### config.mk
export PLATFORM = sky130hd
export DESIGN_NAME = dual_watchdog
export DESIGN_NICKNAME = d
export VERILOG_FILES = /design/src/shared/wdog_pkg.sv /design/src/verilog/dual_watchdog.sv /design/src/verilog/wdog_timer.sv
export SDC_FILE = /design/constraint.sdc
export NUM_CORES = 1
export LEC_CHECK = 0
export ABC_AREA = 1
export BUFFER_PORTS_ARGS = -buffer_cell sky130_fd_sc_hd__buf_2
export CAP_MARGIN = 20
export CORE_AREA = 2 2 130 132
export DETAILED_ROUTE_END_ITERATION = 16
export DIE_AREA = 0 0 132 134
export PLACE_DENSITY = 0.91
export SYNTH_ARGS = -nofsm -noshare
export SYNTH_HDL_FRONTEND = slang
export SYNTH_HIERARCHICAL = 1
export SYNTH_SLANG_ARGS = --single-unit
### constraint.sdc
create_clock -name clk -period 2.8 [get_ports clk]
set_input_delay 0.42 -clock clk [delete_from_list [all_inputs] [get_ports clk]]
set_output_delay 0.42 -clock clk [all_outputs]
set_load 0.02 [all_outputs]
### src/shared/wdog_pkg.sv
// Package for the dual watchdog block: timing defaults, actions, carriers.
// Assumes a single 40 MHz board clock shared by every user.
package wdog_pkg;

  // ---------------------------------------------------------------------------
  // Timing
  // ---------------------------------------------------------------------------
  localparam int CLK_MHZ      = 40;
  localparam int CNT_W        = 32;
  localparam int DEF_TMO_US   = 1000;
  localparam int DEF_TMO_CYC  = DEF_TMO_US * CLK_MHZ;
  localparam int DEF_OPEN_US  = 250;
  localparam int DEF_OPEN_CYC = DEF_OPEN_US * CLK_MHZ;
  localparam int NMI_PULSE_US  = 1;
  localparam int NMI_PULSE_CYC = NMI_PULSE_US * CLK_MHZ;

  // ---------------------------------------------------------------------------
  // Reset values
  // ---------------------------------------------------------------------------
  localparam logic RST_ENABLE = 1'b0;

  // ---------------------------------------------------------------------------
  // Types
  // ---------------------------------------------------------------------------
  typedef enum logic {ACT_NMI, ACT_RESET} action_t;

  typedef struct packed {
    logic              enable;
    action_t           action;
    logic [CNT_W-1:0]  timeout;
    logic [CNT_W-1:0]  winOpen;
  } wdog_cfg_t;

  typedef struct packed {
    logic early;
    logic late;
  } wdog_evt_t;

endpackage

### src/verilog/dual_watchdog.sv
// Two independent watchdogs: standard timeout and windowed service.
// Assumes config and service come from logic on the same clock.
`timescale 1ns/1ps
`default_nettype none
module dual_watchdog
  import wdog_pkg::*;
#(
  parameter int PULSE_CYC = NMI_PULSE_CYC
) (
  input  wire logic      clk,
  input  wire logic      rst_n,
  input  wire wdog_cfg_t stdCfg,
  input  wire logic      stdService,
  input  wire wdog_cfg_t winCfg,
  input  wire logic      winService,
  output logic           nmiReq,
  output logic           boardReset,
  output logic           stdTimeout,
  output logic           winEarly,
  output logic           winLate
);

  // ---------------------------------------------------------------------------
  // Timers
  // ---------------------------------------------------------------------------
  wdog_evt_t stdEvt;
  wdog_evt_t winEvt;

  wdog_timer #(.WINDOWED(1'b0)) uStd (
    .clk     (clk),
    .rst_n   (rst_n),
    .cfg     (stdCfg),
    .service (stdService),
    .evt     (stdEvt),
    .count   ()
  );

  wdog_timer #(.WINDOWED(1'b1)) uWin (
    .clk     (clk),
    .rst_n   (rst_n),
    .cfg     (winCfg),
    .service (winService),
    .evt     (winEvt),
    .count   ()
  );

  // ---------------------------------------------------------------------------
  // Fault decode
  // ---------------------------------------------------------------------------
  // One slot per action line, each with its own stretcher
  localparam int NUM_SINK = 2;
  localparam int SINK_NMI = 0;
  localparam int SINK_RST = 1;

  // Standard timer has no early case; expiry is its only fault
  wire stdHit = stdEvt.late;
  wire winHit = winEvt.early || winEvt.late;

  // Action read live, so a changed setting applies from the next fault on
  wire stdToNmi = stdHit && (stdCfg.action == ACT_NMI);
  wire stdToRst = stdHit && (stdCfg.action == ACT_RESET);
  wire winToNmi = winHit && (winCfg.action == ACT_NMI);
  wire winToRst = winHit && (winCfg.action == ACT_RESET);

  // Either timer may land on either line
  wire [NUM_SINK-1:0] sinkHit;

  assign sinkHit[SINK_NMI] = stdToNmi || winToNmi;
  assign sinkHit[SINK_RST] = stdToRst || winToRst;

  // ---------------------------------------------------------------------------
  // Pulse stretchers
  // ---------------------------------------------------------------------------
  // A fresh hit reloads the full length, so close faults merge into one pulse
  // rather than leaving a gap that a slow sink could miss.
  // Limitation: a PULSE_CYC of zero silences the action lines altogether.
  wire [NUM_SINK-1:0] sinkOn_nxt;

  for (genvar i = 0; i < NUM_SINK; i++) begin : gStretch
    logic [CNT_W-1:0] left_r;
    logic [CNT_W-1:0] left_nxt;
    wire              busy;

    assign busy     = left_r != '0;
    assign left_nxt = sinkHit[i] ? CNT_W'(PULSE_CYC) :
                      busy       ? left_r - 1'b1     :
                                   '0;
    assign sinkOn_nxt[i] = left_nxt != '0;

    always_ff @(posedge clk) begin
      if (!rst_n) begin
        left_r <= '0;
      end else begin
        left_r <= left_nxt;
      end
    end
  end

  // ---------------------------------------------------------------------------
  // Action outputs
  // ---------------------------------------------------------------------------
  // Taken from the stretcher's next value so the line rises together with
  // the event outputs instead of one clock behind them.
  always_ff @(posedge clk) begin
    if (!rst_n) begin
      nmiReq <= 1'h0;
    end else begin
      nmiReq <= sinkOn_nxt[SINK_NMI];
    end
  end

  always_ff @(posedge clk) begin
    if (!rst_n) begin
      boardReset <= 1'h0;
    end else begin
      boardReset <= sinkOn_nxt[SINK_RST];
    end
  end

  // ---------------------------------------------------------------------------
  // Event outputs
  // ---------------------------------------------------------------------------
  // One clock behind the timer's own event flop; each stands one cycle, except a late flag, which stays high while timeout is zero
  always_ff @(posedge clk) begin
    if (!rst_n) begin
      stdTimeout <= 1'h0;
    end else begin
      stdTimeout <= stdEvt.late;
    end
  end

  always_ff @(posedge clk) begin
    if (!rst_n) begin
      winEarly <= 1'h0;
    end else begin
      winEarly <= winEvt.early;
    end
  end

  always_ff @(posedge clk) begin
    if (!rst_n) begin
      winLate <= 1'h0;
    end else begin
      winLate <= winEvt.late;
    end
  end

endmodule // dual_watchdog
`default_nettype wire

### src/verilog/wdog_timer.sv
// One watchdog counter; windowed or standard by parameter.
// Assumes service is a one-cycle pulse on clk from local logic.
`timescale 1ns/1ps
`default_nettype none
module wdog_timer
  import wdog_pkg::*;
#(
  parameter bit WINDOWED = 1'b0
) (
  input  wire logic      clk,
  input  wire logic      rst_n,
  input  wire wdog_cfg_t cfg,
  input  wire logic      service,
  output wdog_evt_t      evt,
  output logic [CNT_W-1:0] count
);

  logic [CNT_W-1:0] cnt_r;
  logic [CNT_W-1:0] cnt_nxt;
  wdog_evt_t        evt_r;
  wdog_evt_t        evt_nxt;

  wire expired  = cfg.enable && (cnt_r >= cfg.timeout);
  wire tooEarly = WINDOWED && cfg.enable && service
                  && (cnt_r < cfg.winOpen);
  wire inWindow = service && !tooEarly;

  // Any event or valid service restarts interval and window
  assign cnt_nxt = (!cfg.enable || inWindow || expired || tooEarly) ?
                   '0 : cnt_r + 1'b1;
  assign evt_nxt.early = tooEarly;
  assign evt_nxt.late  = expired && !inWindow;

  always_ff @(posedge clk) begin
    if (!rst_n) begin
      cnt_r <= '0;
      evt_r <= '0;
    end else begin
      cnt_r <= cnt_nxt;
      evt_r <= evt_nxt;
    end
  end

  assign evt   = evt_r;
  assign count = cnt_r;

endmodule // wdog_timer
`default_nettype wire

Word level (Yosys, flattened, before mapping)
Cells that the tools add are included.
Word-level totals
  input bits: 136
  output and inout port bits: 5
  bits in registers: 136
  word-level logic and storage cells: 56
Cells by class
  reduce and logical (&&, ||, !) cells: 30
  mux-type cells: 4
  $add $sub $neg: 4
  magnitude comparators: 3
  bitwise gates (word level): 3
Operator list (count)
  $mux 32: 4
  $reduce_bool 32->1: 4
  $add 32x1->32 const B: 2
  $ge 32x32->1: 2
  $sub 32x1->32 const B: 2
  $lt 32x32->1: 1
  $logic_and 1x1->1: 11
  $logic_or 1x1->1: 8
  $logic_not 1->1: 5
  $reduce_or 2->1: 2
  $not 1->1: 3

Longest topological paths before layout
Gate-level depths: netlist of the first run.
  word-level depth: 8
  depth in mapped cells: 15
  gate-level depth less buffers: 15

By module
Netlist of the first run, hierarchy kept.
Modules (own cells, without submodules)
  dual_watchdog: instances 1, sequential area each 1381.3 µm², area an instance 4199.0 µm², cells each 684
  wdog_timer (uWin): instances 1, sequential area each 680.7 µm², area an instance 3463.3 µm², cells each 511
  wdog_timer (uStd): instances 1, sequential area each 660.6 µm², area an instance 2581.2 µm², cells each 382

Worst setup path after synthesis of the first run
Ideal clock, no wire load.
  path kind: register to register
  start point: reg gStretch[0].left_r[0]
  end point: reg nmiReq
  library setup time: 0.128 ns
  period minus slack after synthesis: 1.863 ns
  path buffers: 1
  arrival: 1.735 ns
  path slack: 0.937 ns
  data required time: 2.672 ns
  stages on the path, launching flop included: 15
  cell sequence: dfxtp_1 inv_1 ha_1 nand2_2 nor2_8 nand2_4 nor2_8 a21oi_4 buf_6 o21ai_1 nand2_1 nor2_1 nand2_1 nor2_1 nor2_1
On the way
  word-level cells in the longest chain between the ends: 4
  elaborated cells between the ends (all ways): 5
  classes of those cells: add/sub (1); mux (2); reduce/logical (2)
Ends and longest elaborated chain
  start: declaration: RTL line dual_watchdog.sv:80  | logic [CNT_W-1:0] left_r;
  start signal: assignment: RTL line dual_watchdog.sv:94  | left_r <= left_nxt;
  $sub 32x1->32 / $reduce_bool 32->1 (equally long branches): RTL line dual_watchdog.sv:86, dual_watchdog.sv:84
  $mux 32 *: RTL line dual_watchdog.sv:86  | busy ? left_r - 1'b1 :
  $mux 32 *: RTL line dual_watchdog.sv:85  | assign left_nxt = sinkHit[i] ? CNT_W'(PULSE_CYC) :
  $reduce_bool 32->1 *: RTL line dual_watchdog.sv:88  | assign sinkOn_nxt[i] = left_nxt != '0;
  end signal: assignment: RTL line dual_watchdog.sv:108  | nmiReq <= sinkOn_nxt[SINK_NMI];
  end: declaration: RTL line dual_watchdog.sv:16  | output logic nmiReq,
Every way passes the cells marked *; elsewhere a longest branch is shown, timed or not.
A chain may end at the register's enable or synchronous reset.

Final worst setup path of the first run
Ends and elaborated chain as after synthesis.

==> reports/metrics.cfg, run 1 <==
[run_status]
outcome=finished clean

[drt]
routedLengthMet1_um=10800
top_layer_used=met5
wire_per_inst_um=13.3
ant_nets=0
wl_met2_um=12400
drc=0
met3_length_um=1520
viasPerCell=5.34
first_iter_violations=763
wl_um=25500
dr.pass1.iters=7
via_count=10300

[timing]
slew_headroom=0.597
max_freq_ghz=0.420
worst_pin_slew_ns=0.604
clock_skew_ns=0.00704
slew_violations=0
hold_violations=0
fin_setup_tns_ns=0
rsz0062_at_grt=false
setup_viol=0
period_share=0.850
setup_slack_ns=0.419
whs_ns=0.293
fin_crit_ns=2.38

[cells_and_area]
fillers=1337
drive_above_1_share=0.135
multi_input_area_sq_mm=0.00641
fin_nets=1928
seqCellArea_sq_mm=0.00272
diodes=0
syn_to_final_growth_pct=14.0

[global_route]
grt_pass1_wl_um=42500
grt_pass1_vias=9636
antenna_found_initial=1
grt_max_degree=36
grt_usage=0.291
grt_overflow_total=0

[worst_setup_path]
worstSetupPathType=flip-flop to flip-flop
crit_start=gStretch[0].left_r[0]$_SDFF_PN0_
endpoint=nmiReq$_SDFF_PN0_
r2r_end=nmiReq$_SDFF_PN0_
cp.arrival_ns=2.66
worstReg2RegStart=gStretch[0].left_r[0]$_SDFF_PN0_
worst-r2r-cell-count=14
crit_fanout=9
cp-start-kind=flip-flop
endpoint_kind=flip-flop
required_ns=3.08
regToRegSetupSlack_ns=0.42

[synthesis]
synth_nets=1810
yosysWarnings=6
syn_area_per_cell_sq_um=6.50
syn_area_sq_mm=0.0102
synthCells=1575

[worst_hold_path]
hold_class=input pin to flip-flop
holdPathStages=4

[clock_tree]
cts.htree.levels=4
cts_buffers=17
ctsResizeCount=0
post_cts_buffers=0
clkSinkCount=136
cts.clk_slew.worst_paths_ns=0.06
clock_path_buffers=2
cts.hold.buffers_added=0
clock_latency_ns=0.42
tritoncts=built
cts_root_buf=clkbuf_16

[floorplanning]
start_util=0.628
dieArea_sq_mm=0.0177
die_y_um=134
core_area_sq_mm=0.0163
die_w_um=132
num_rows=47
io_pins=141

[placement]
io_buffers=108
hpwlAfterDp_um=19400
post-place-ws_ns=0.535
gp_congestion=0.962

[power_and_ir_drop]
peakVddDrop_uv=712
total_power_mw=11.4
powerDensity_mw_per_mm2=975
power.leakage_nw=6.01

[flow_run]
max-cap-violations=0

-- stage by stage --
step	std cells	util	area, sq um
floorplan	1575	-	10200
finish	1926	0.716	11700
detailed placement	1894	0.676	11000
global route	1926	0.716	11700
CTS	1926	0.716	11700
global placement	1894	0.676	11000
-- registers in the layout (all words and copies together), names as in the netlist --
signal and cells:
gStretch.left_r 64, uStd/count 32, uWin/count 32, uWin/evt 2, stdTimeout 1, boardReset 1
winLate 1, winEarly 1, nmiReq 1, uStd/evt 1
-- how the worst min path moves through the flow --
stage,start,to
finish,stdService,uStd/evt[0]$_SDFF_PN0_
global route,stdService,uStd/evt[0]$_SDFF_PN0_
CTS,stdService,uStd/evt[0]$_SDFF_PN0_
global placement,gStretch[1].left_r[0]$_SDFF_PN0_,gStretch[1].left_r[0]$_SDFF_PN0_
floorplan,uWin/evt[1]$_SDFF_PN0_,winEarly$_SDFF_PN0_
detailed placement,gStretch[1].left_r[0]$_SDFF_PN0_,gStretch[1].left_r[0]$_SDFF_PN0_
-- layout by cell type, fill, tap and decap left out, types with 11 or more instances in the layout --
master / instances
nor2_2: 18
buf_2: 108
nand2_2: 12
nand2_1: 356
a21oi_1: 56
ha_1: 99
xor2_1: 47
nor2_1: 300
nand4_1: 47
clkbuf_16: 17
o21ai_0: 20
xnor2_1: 30
nor3_1: 30
inv_2: 11
dfxtp_1: 136
nand3_1: 68
inv_1: 255
-- final cells by class --
cell class / instances / share of cell area
well taps: 220 / 0.0236
multi-input cells: 1154 / 0.550
clock buffers: 20 / 0.0383
repair buffers: 116 / 0.0515
inverters: 268 / 0.0864
clock inverters: 12 / 0.0171
flip-flops and latches: 136 / 0.233
-- per-layer routing --
layer / vias up / track usage
met3: 75 / 0.0484
met4: 2 / 0.128
met5: - / 0
li1: 5186 / -
met2: 411 / 0.514
met1: 4605 / 0.348
-- critical path, cell delays in order, from the launching register on --
cell and delay, ns:
dfxtp_1 0.31, inv_1 0.11, ha_1 0.26, nand2_2 0.15, nor2_8 0.23, and2_1 0.19
nand2_1 0.16, nand3_1 0.16, nand2_1 0.06, nor2_1 0.14, nand2_1 0.07, nor2_1 0.13
nand3_1 0.11, nor2_1 0.10, nor2_1 0.04
-- report_power, final --
| group | total, mW | internal (mW) | leakage (nW) | switching [mW] |
|---|---|---|---|---|
| logic | 6.19 | 2.04 | 4.59 | 4.15 |
| registers | 2.71 | 2.34 | 1.10 | 0.373 |
| clock network | 2.46 | 1.60 | 0.314 | 0.859 |
| total | 11.4 | 5.98 | 6.01 | 5.38 |
Power figures use the tool's default switching activity.
==> run 2, diff against run 1 <==
CORE_AREA = 2 2 135 137   (was 2 2 130 132)
DIE_AREA = 0 0 137 139   (was 0 0 132 134)
PLACE_DENSITY = 0.86   (was 0.91)
clock period = 2.7 ns   (was 2.8 ns; I/O delays follow)
==> reports/metrics.cfg, run 2 (synthesis results as in run 1) <==
[cells_and_area]
design_area_sq_mm=0.0117
fillers=1575
fin_nets=1928
diodes=0
largest_reg_flops=64
syn_to_final_growth_pct=14.4
layout_common_cells=nand2_1, nor2_1, inv_1, dfxtp_1, buf_2
fin_cells=1934
layout_commonest_cell=nand2_1
seqCellArea_sq_mm=0.00272
regMostFlops=gStretch.left_r
drive_above_1_share=0.135
multi_input_area_sq_mm=0.00641
final_core_util=0.663

[clock_tree]
clock_path_buffers=2
cts.clk_slew.worst_paths_ns=0.06
tritoncts=built
cts_root_buf=clkbuf_16
clock_latency_ns=0.43
post_cts_buffers=0
ctsResizeCount=0
cts_buffers=17
clkSinkCount=136
cts.hold.buffers_added=0
cts.htree.levels=4

[global_route]
grt_max_degree=33
grt_pass1_wl_um=42900
grt_usage=0.275
grt_pass1_vias=9736
grt_overflow_total=0
antenna_found_initial=1

[worst_setup_path]
r2r_end=boardReset$_SDFF_PN0_
regToRegSetupSlack_ns=0.37
endpoint_kind=flip-flop
crit_start=gStretch[1].left_r[0]$_SDFF_PN0_
worstSetupPathType=flip-flop to flip-flop
crit_fanout=11
required_ns=2.98
endpoint=boardReset$_SDFF_PN0_
worst-r2r-cell-count=14
cp.arrival_ns=2.62
worstReg2RegStart=gStretch[1].left_r[0]$_SDFF_PN0_
cp-start-kind=flip-flop

[placement]
dp_cells=1903
dpl_cell_area_sq_mm=0.0110
gp_congestion=0.954
hpwlAfterDp_um=19600
io_buffers=108

[drt]
dr.pass1.iters=6
wl_um=25200
viasPerCell=5.23
drc=0
wire_per_inst_um=13.0
first_iter_violations=599
ant_nets=0
via_count=10100

[timing]
hold_violations=0
fin_setup_tns_ns=0
whs_ns=0.282
max_freq_ghz=0.429
rsz0062_at_grt=false
fin_crit_ns=2.33
clock_skew_ns=0.00564
period_share=0.864
slew_violations=0
slew_headroom=0.624
worst_pin_slew_ns=0.562
setup_viol=0

[floorplanning]
die_w_um=137
num_rows=49
core_area_sq_mm=0.0177
io_pins=141
start_util=0.580
dieArea_sq_mm=0.0190
die_y_um=139

[flow_run]
max-cap-violations=0

[power_and_ir_drop]
powerDensity_mw_per_mm2=1020
peakVddDrop_uv=830
power.leakage_nw=6.02

[worst_hold_path]
hold_class=input pin to flip-flop

[run_status]
outcome=finished clean

-- run 2: worst max-delay path, stage by stage, from the launching register on --
cell and delay [ns]:
dfxtp_1 0.33, inv_1 0.07, ha_1 0.20, nand2_2 0.12, nor2_4 0.18, nand2_2 0.12, nor2_4 0.19, a21oi_1 0.09
buf_4 0.21, nand2_1 0.09, nand2_1 0.05, nor2_1 0.12, nand2_1 0.07, nor2_1 0.21, a21oi_1 0.12
-- run 2: area by class of cell --
| cell class | count | share of cell area |
|---|---|---|
| inverters | 268 | 0.0861 |
| clock inverters | 12 | 0.0190 |
| repair buffers | 116 | 0.0513 |
| multi-input cells | 1154 | 0.548 |
| flip-flops and latches | 136 | 0.233 |
| well taps | 229 | 0.0245 |
| clock buffers | 19 | 0.0387 |
-- run 2: routing by layer --
metal	global-route usage	wire [um]	up-vias
li1	-	-	5169
met1	0.334	11000	4577
met2	0.481	12100	296
met3	0.0428	1220	79
met4	0.111	848	2
met5	0	15	-
-- run 2: power breakdown --
| part | total, mW | switching, mW | internal (mW) |
|---|---|---|---|
| Combinational | 6.50 | 4.38 | 2.12 |
| Sequential | 2.82 | 0.396 | 2.42 |
| Clock | 2.65 | 0.876 | 1.77 |
| Total | 12.0 | 5.65 | 6.31 |
-- run 2: worst min-delay path by stage --
stage | from | end | slack, ns | depth (start not counted)
2_1_floorplan | uWin/evt[1]$_SDFF_PN0_ | winEarly$_SDFF_PN0_ | 0.41 | 2
3_3_place_gp | uStd/evt[0]$_SDFF_PN0_ | stdTimeout$_SDFF_PN0_ | 0.42 | 2
3_5_place_dp | uStd/evt[0]$_SDFF_PN0_ | stdTimeout$_SDFF_PN0_ | 0.43 | 2
4_1_cts | stdService | uStd/evt[0]$_SDFF_PN0_ | 0.28 | 4
5_1_grt | stdService | uStd/evt[0]$_SDFF_PN0_ | 0.30 | 4
6_report | stdService | uStd/evt[0]$_SDFF_PN0_ | 0.28 | 4
-- run 2: through the flow --
step,power (mW),worst slack [ns]
after floorplan,7.82,0.837
after global routing,13.1,0.0959
final,12.0,0.366
after detailed placement,9.12,0.425
after CTS,11.9,0.403
after global placement,8.95,0.496
==> run 3, diff against run 2 <==
--- a/config.mk
+++ b/config.mk
@@ -6,10 +6,10 @@
 export NUM_CORES = 1
 export LEC_CHECK = 0
-export ABC_AREA = 1
+export ABC_AREA = 0
 export BUFFER_PORTS_ARGS = -buffer_cell sky130_fd_sc_hd__buf_2
 export CAP_MARGIN = 20
-export CORE_AREA = 2 2 135 137
+export CORE_AREA = 2 2 127 129
 export DETAILED_ROUTE_END_ITERATION = 16
-export DIE_AREA = 0 0 137 139
+export DIE_AREA = 0 0 129 131
 export PLACE_DENSITY = 0.86
 export SYNTH_ARGS = -nofsm -noshare
==> constraint.sdc (replaced) <==
create_clock -name clk -period 2.7 [get_ports clk]
set_input_delay 0.405 -clock clk [delete_from_list [all_inputs] [get_ports clk]]
set_output_delay 0.405 -clock clk [all_outputs]
set_load 0.1 [all_outputs]
==> reports/metrics.cfg, run 3 <==
[run_status]
outcome=finished clean

[cells_and_area]
syn_to_final_growth_pct=18.5
layout_common_cells=nor2_1, dfxtp_1, inv_1, buf_2, ha_1
largest_reg_flops=64
fillers=1217
diodes=0
design_area_sq_mm=0.0105
drive_above_1_share=0.184
fin_cells=1447
seqCellArea_sq_mm=0.00272
multi_input_area_sq_mm=0.00558
regMostFlops=gStretch.left_r
fin_nets=1454
layout_commonest_cell=nor2_1

[placement]
hpwlAfterDp_um=15600
io_buffers=108
gp_congestion=0.901
dpl_cell_area_sq_mm=0.00986
dp_cells=1415

[drt]
wire_per_inst_um=14.4
via_count=8068
dr.pass1.iters=5
ant_nets=0
first_iter_violations=368
viasPerCell=5.58
drc=0
wl_um=20900

[worst_setup_path]
crit_slowest_cell=or4_4
worstSetupPathType=flip-flop to flip-flop
max_stage_delay_ns=0.53
cp-start-kind=flip-flop
critical_path.cell_chain=or4_4 -> or3_4 -> buf_6 -> o31a_1 -> nor4_2 -> nand4_1 -> nor4b_2 -> a21oi_1
crit_fanout=15
cp.arrival_ns=2.99
worstReg2RegStart=gStretch[1].left_r[8]$_SDFF_PN0_
required_ns=3.00
worst-r2r-cell-count=8
cp_num_buf_inv=1
cpLargestDelayFamily=simple AND/OR/NAND/NOR gates
crit_start=gStretch[1].left_r[8]$_SDFF_PN0_
endpoint_kind=flip-flop
path_depth=8

[clock_tree]
clock_path_buffers=2
cts.clk_slew.worst_paths_ns=0.06
cts.htree.levels=4
cts_root_buf=clkbuf_16
tritoncts=built
clock_latency_ns=0.42
clkSinkCount=136
cts_buffers=17

[timing]
clock_skew_ns=0.00741
slew_headroom=0.592
worst_pin_slew_ns=0.603
max_freq_ghz=0.371
slew_violations=0
rsz0062_at_grt=true
fin_setup_tns_ns=0
period_share=0.997
fin_crit_ns=2.69
hold_violations=0
setup_viol=0

[worst_hold_path]
hold_start=winCfg[65]
holdPathStages=2
hold_class=input pin to flip-flop

[global_route]
grt_pass1_vias=7766
grt_usage=0.252
antenna_found_initial=1
grt_pass1_wl_um=34700
grt_max_degree=34
grt_overflow_total=0

[synthesis]
syn_area_sq_mm=0.00887
syn_area_per_cell_sq_um=8.25
yosysWarnings=6
synthCells=1075
synth_nets=1310

[floorplanning]
die_w_um=129
num_rows=46
start_util=0.569
dieArea_sq_mm=0.0169
die_y_um=131
io_pins=141
core_area_sq_mm=0.0156

[power_and_ir_drop]
powerDensity_mw_per_mm2=854
total_power_mw=8.98
power.leakage_nw=4.88
peakVddDrop_uv=656

[flow_run]
max-cap-violations=0

==> run 3: changes by cell type in the layout (fill, tap and decap cells not counted), moves of 12 or more <==
cell,change
nand4_1,-18
nor3_1,+27
nand3_1,-42
xnor2_1,+40
nor2_2,-18
or3_1,+12
inv_1,-147
nor2_1,-163
and3_1,+17
nor4_1,+23
buf_4,+39
nand2_1,-289
==> run 3: worst paths after layout <==
kind | slack (ns) | end
worst max-delay path | 0.007 | boardReset$_SDFF_PN0_
worst min-delay path | 0.27 | uWin/evt[0]$_SDFF_PN0_
worst max register to register | 0.007 | boardReset$_SDFF_PN0_
worst min register to register | 0.46 | gStretch[0].left_r[0]$_SDFF_PN0_
==> run 3: power by group <==
part / switching (mW) / leakage, nW / internal (mW) / total [mW]
clock network: 0.888 / 0.279 / 1.44 / 2.33
registers: 0.305 / 1.10 / 2.33 / 2.64
logic: 2.17 / 3.50 / 1.83 / 4.01
total: 3.37 / 4.88 / 5.61 / 8.98
==> run 3: what timing repair did <==
item | CTS | global route
setup buffers | 0 | 1
gates cloned | 0 | 0
gates resized for setup | 2 | 9
hold buffers | 0 | 0
setup endpoints to repair | 2 | 31
pin swaps | 0 | 4
==> run 3: metal layers <==
metal / vias to the layer above / GRT usage / wire (um)
met5: - / 0 / 13
met4: 2 / 0.0978 / 435
met3: 39 / 0.0480 / 980
met2: 218 / 0.440 / 10200
met1: 3773 / 0.308 / 9270
li1: 4036 / - / -
==> run 3: through the flow <==
stage | hold WS [ns] | utilization | setup WS [ns]
3_3_place_gp | 0.440 | 0.632 | 0.0375
3_5_place_dp | 0.448 | 0.632 | 0.0160
4_1_cts | 0.262 | 0.671 | 0.0141
2_1_floorplan | 0.417 | - | 0.00693
6_report | 0.267 | 0.674 | 0.00747
5_1_grt | 0.259 | 0.674 | -0.102
==> run 3: area by class of cell <==
| cell class | count | share of cell area |
|---|---|---|
| multi-input cells | 798 | 0.531 |
| flip-flops and latches | 136 | 0.259 |
| repair buffers | 158 | 0.0899 |
| clock buffers | 19 | 0.0412 |
| inverters | 108 | 0.0386 |
| well taps | 216 | 0.0257 |
| clock inverters | 12 | 0.0146 |
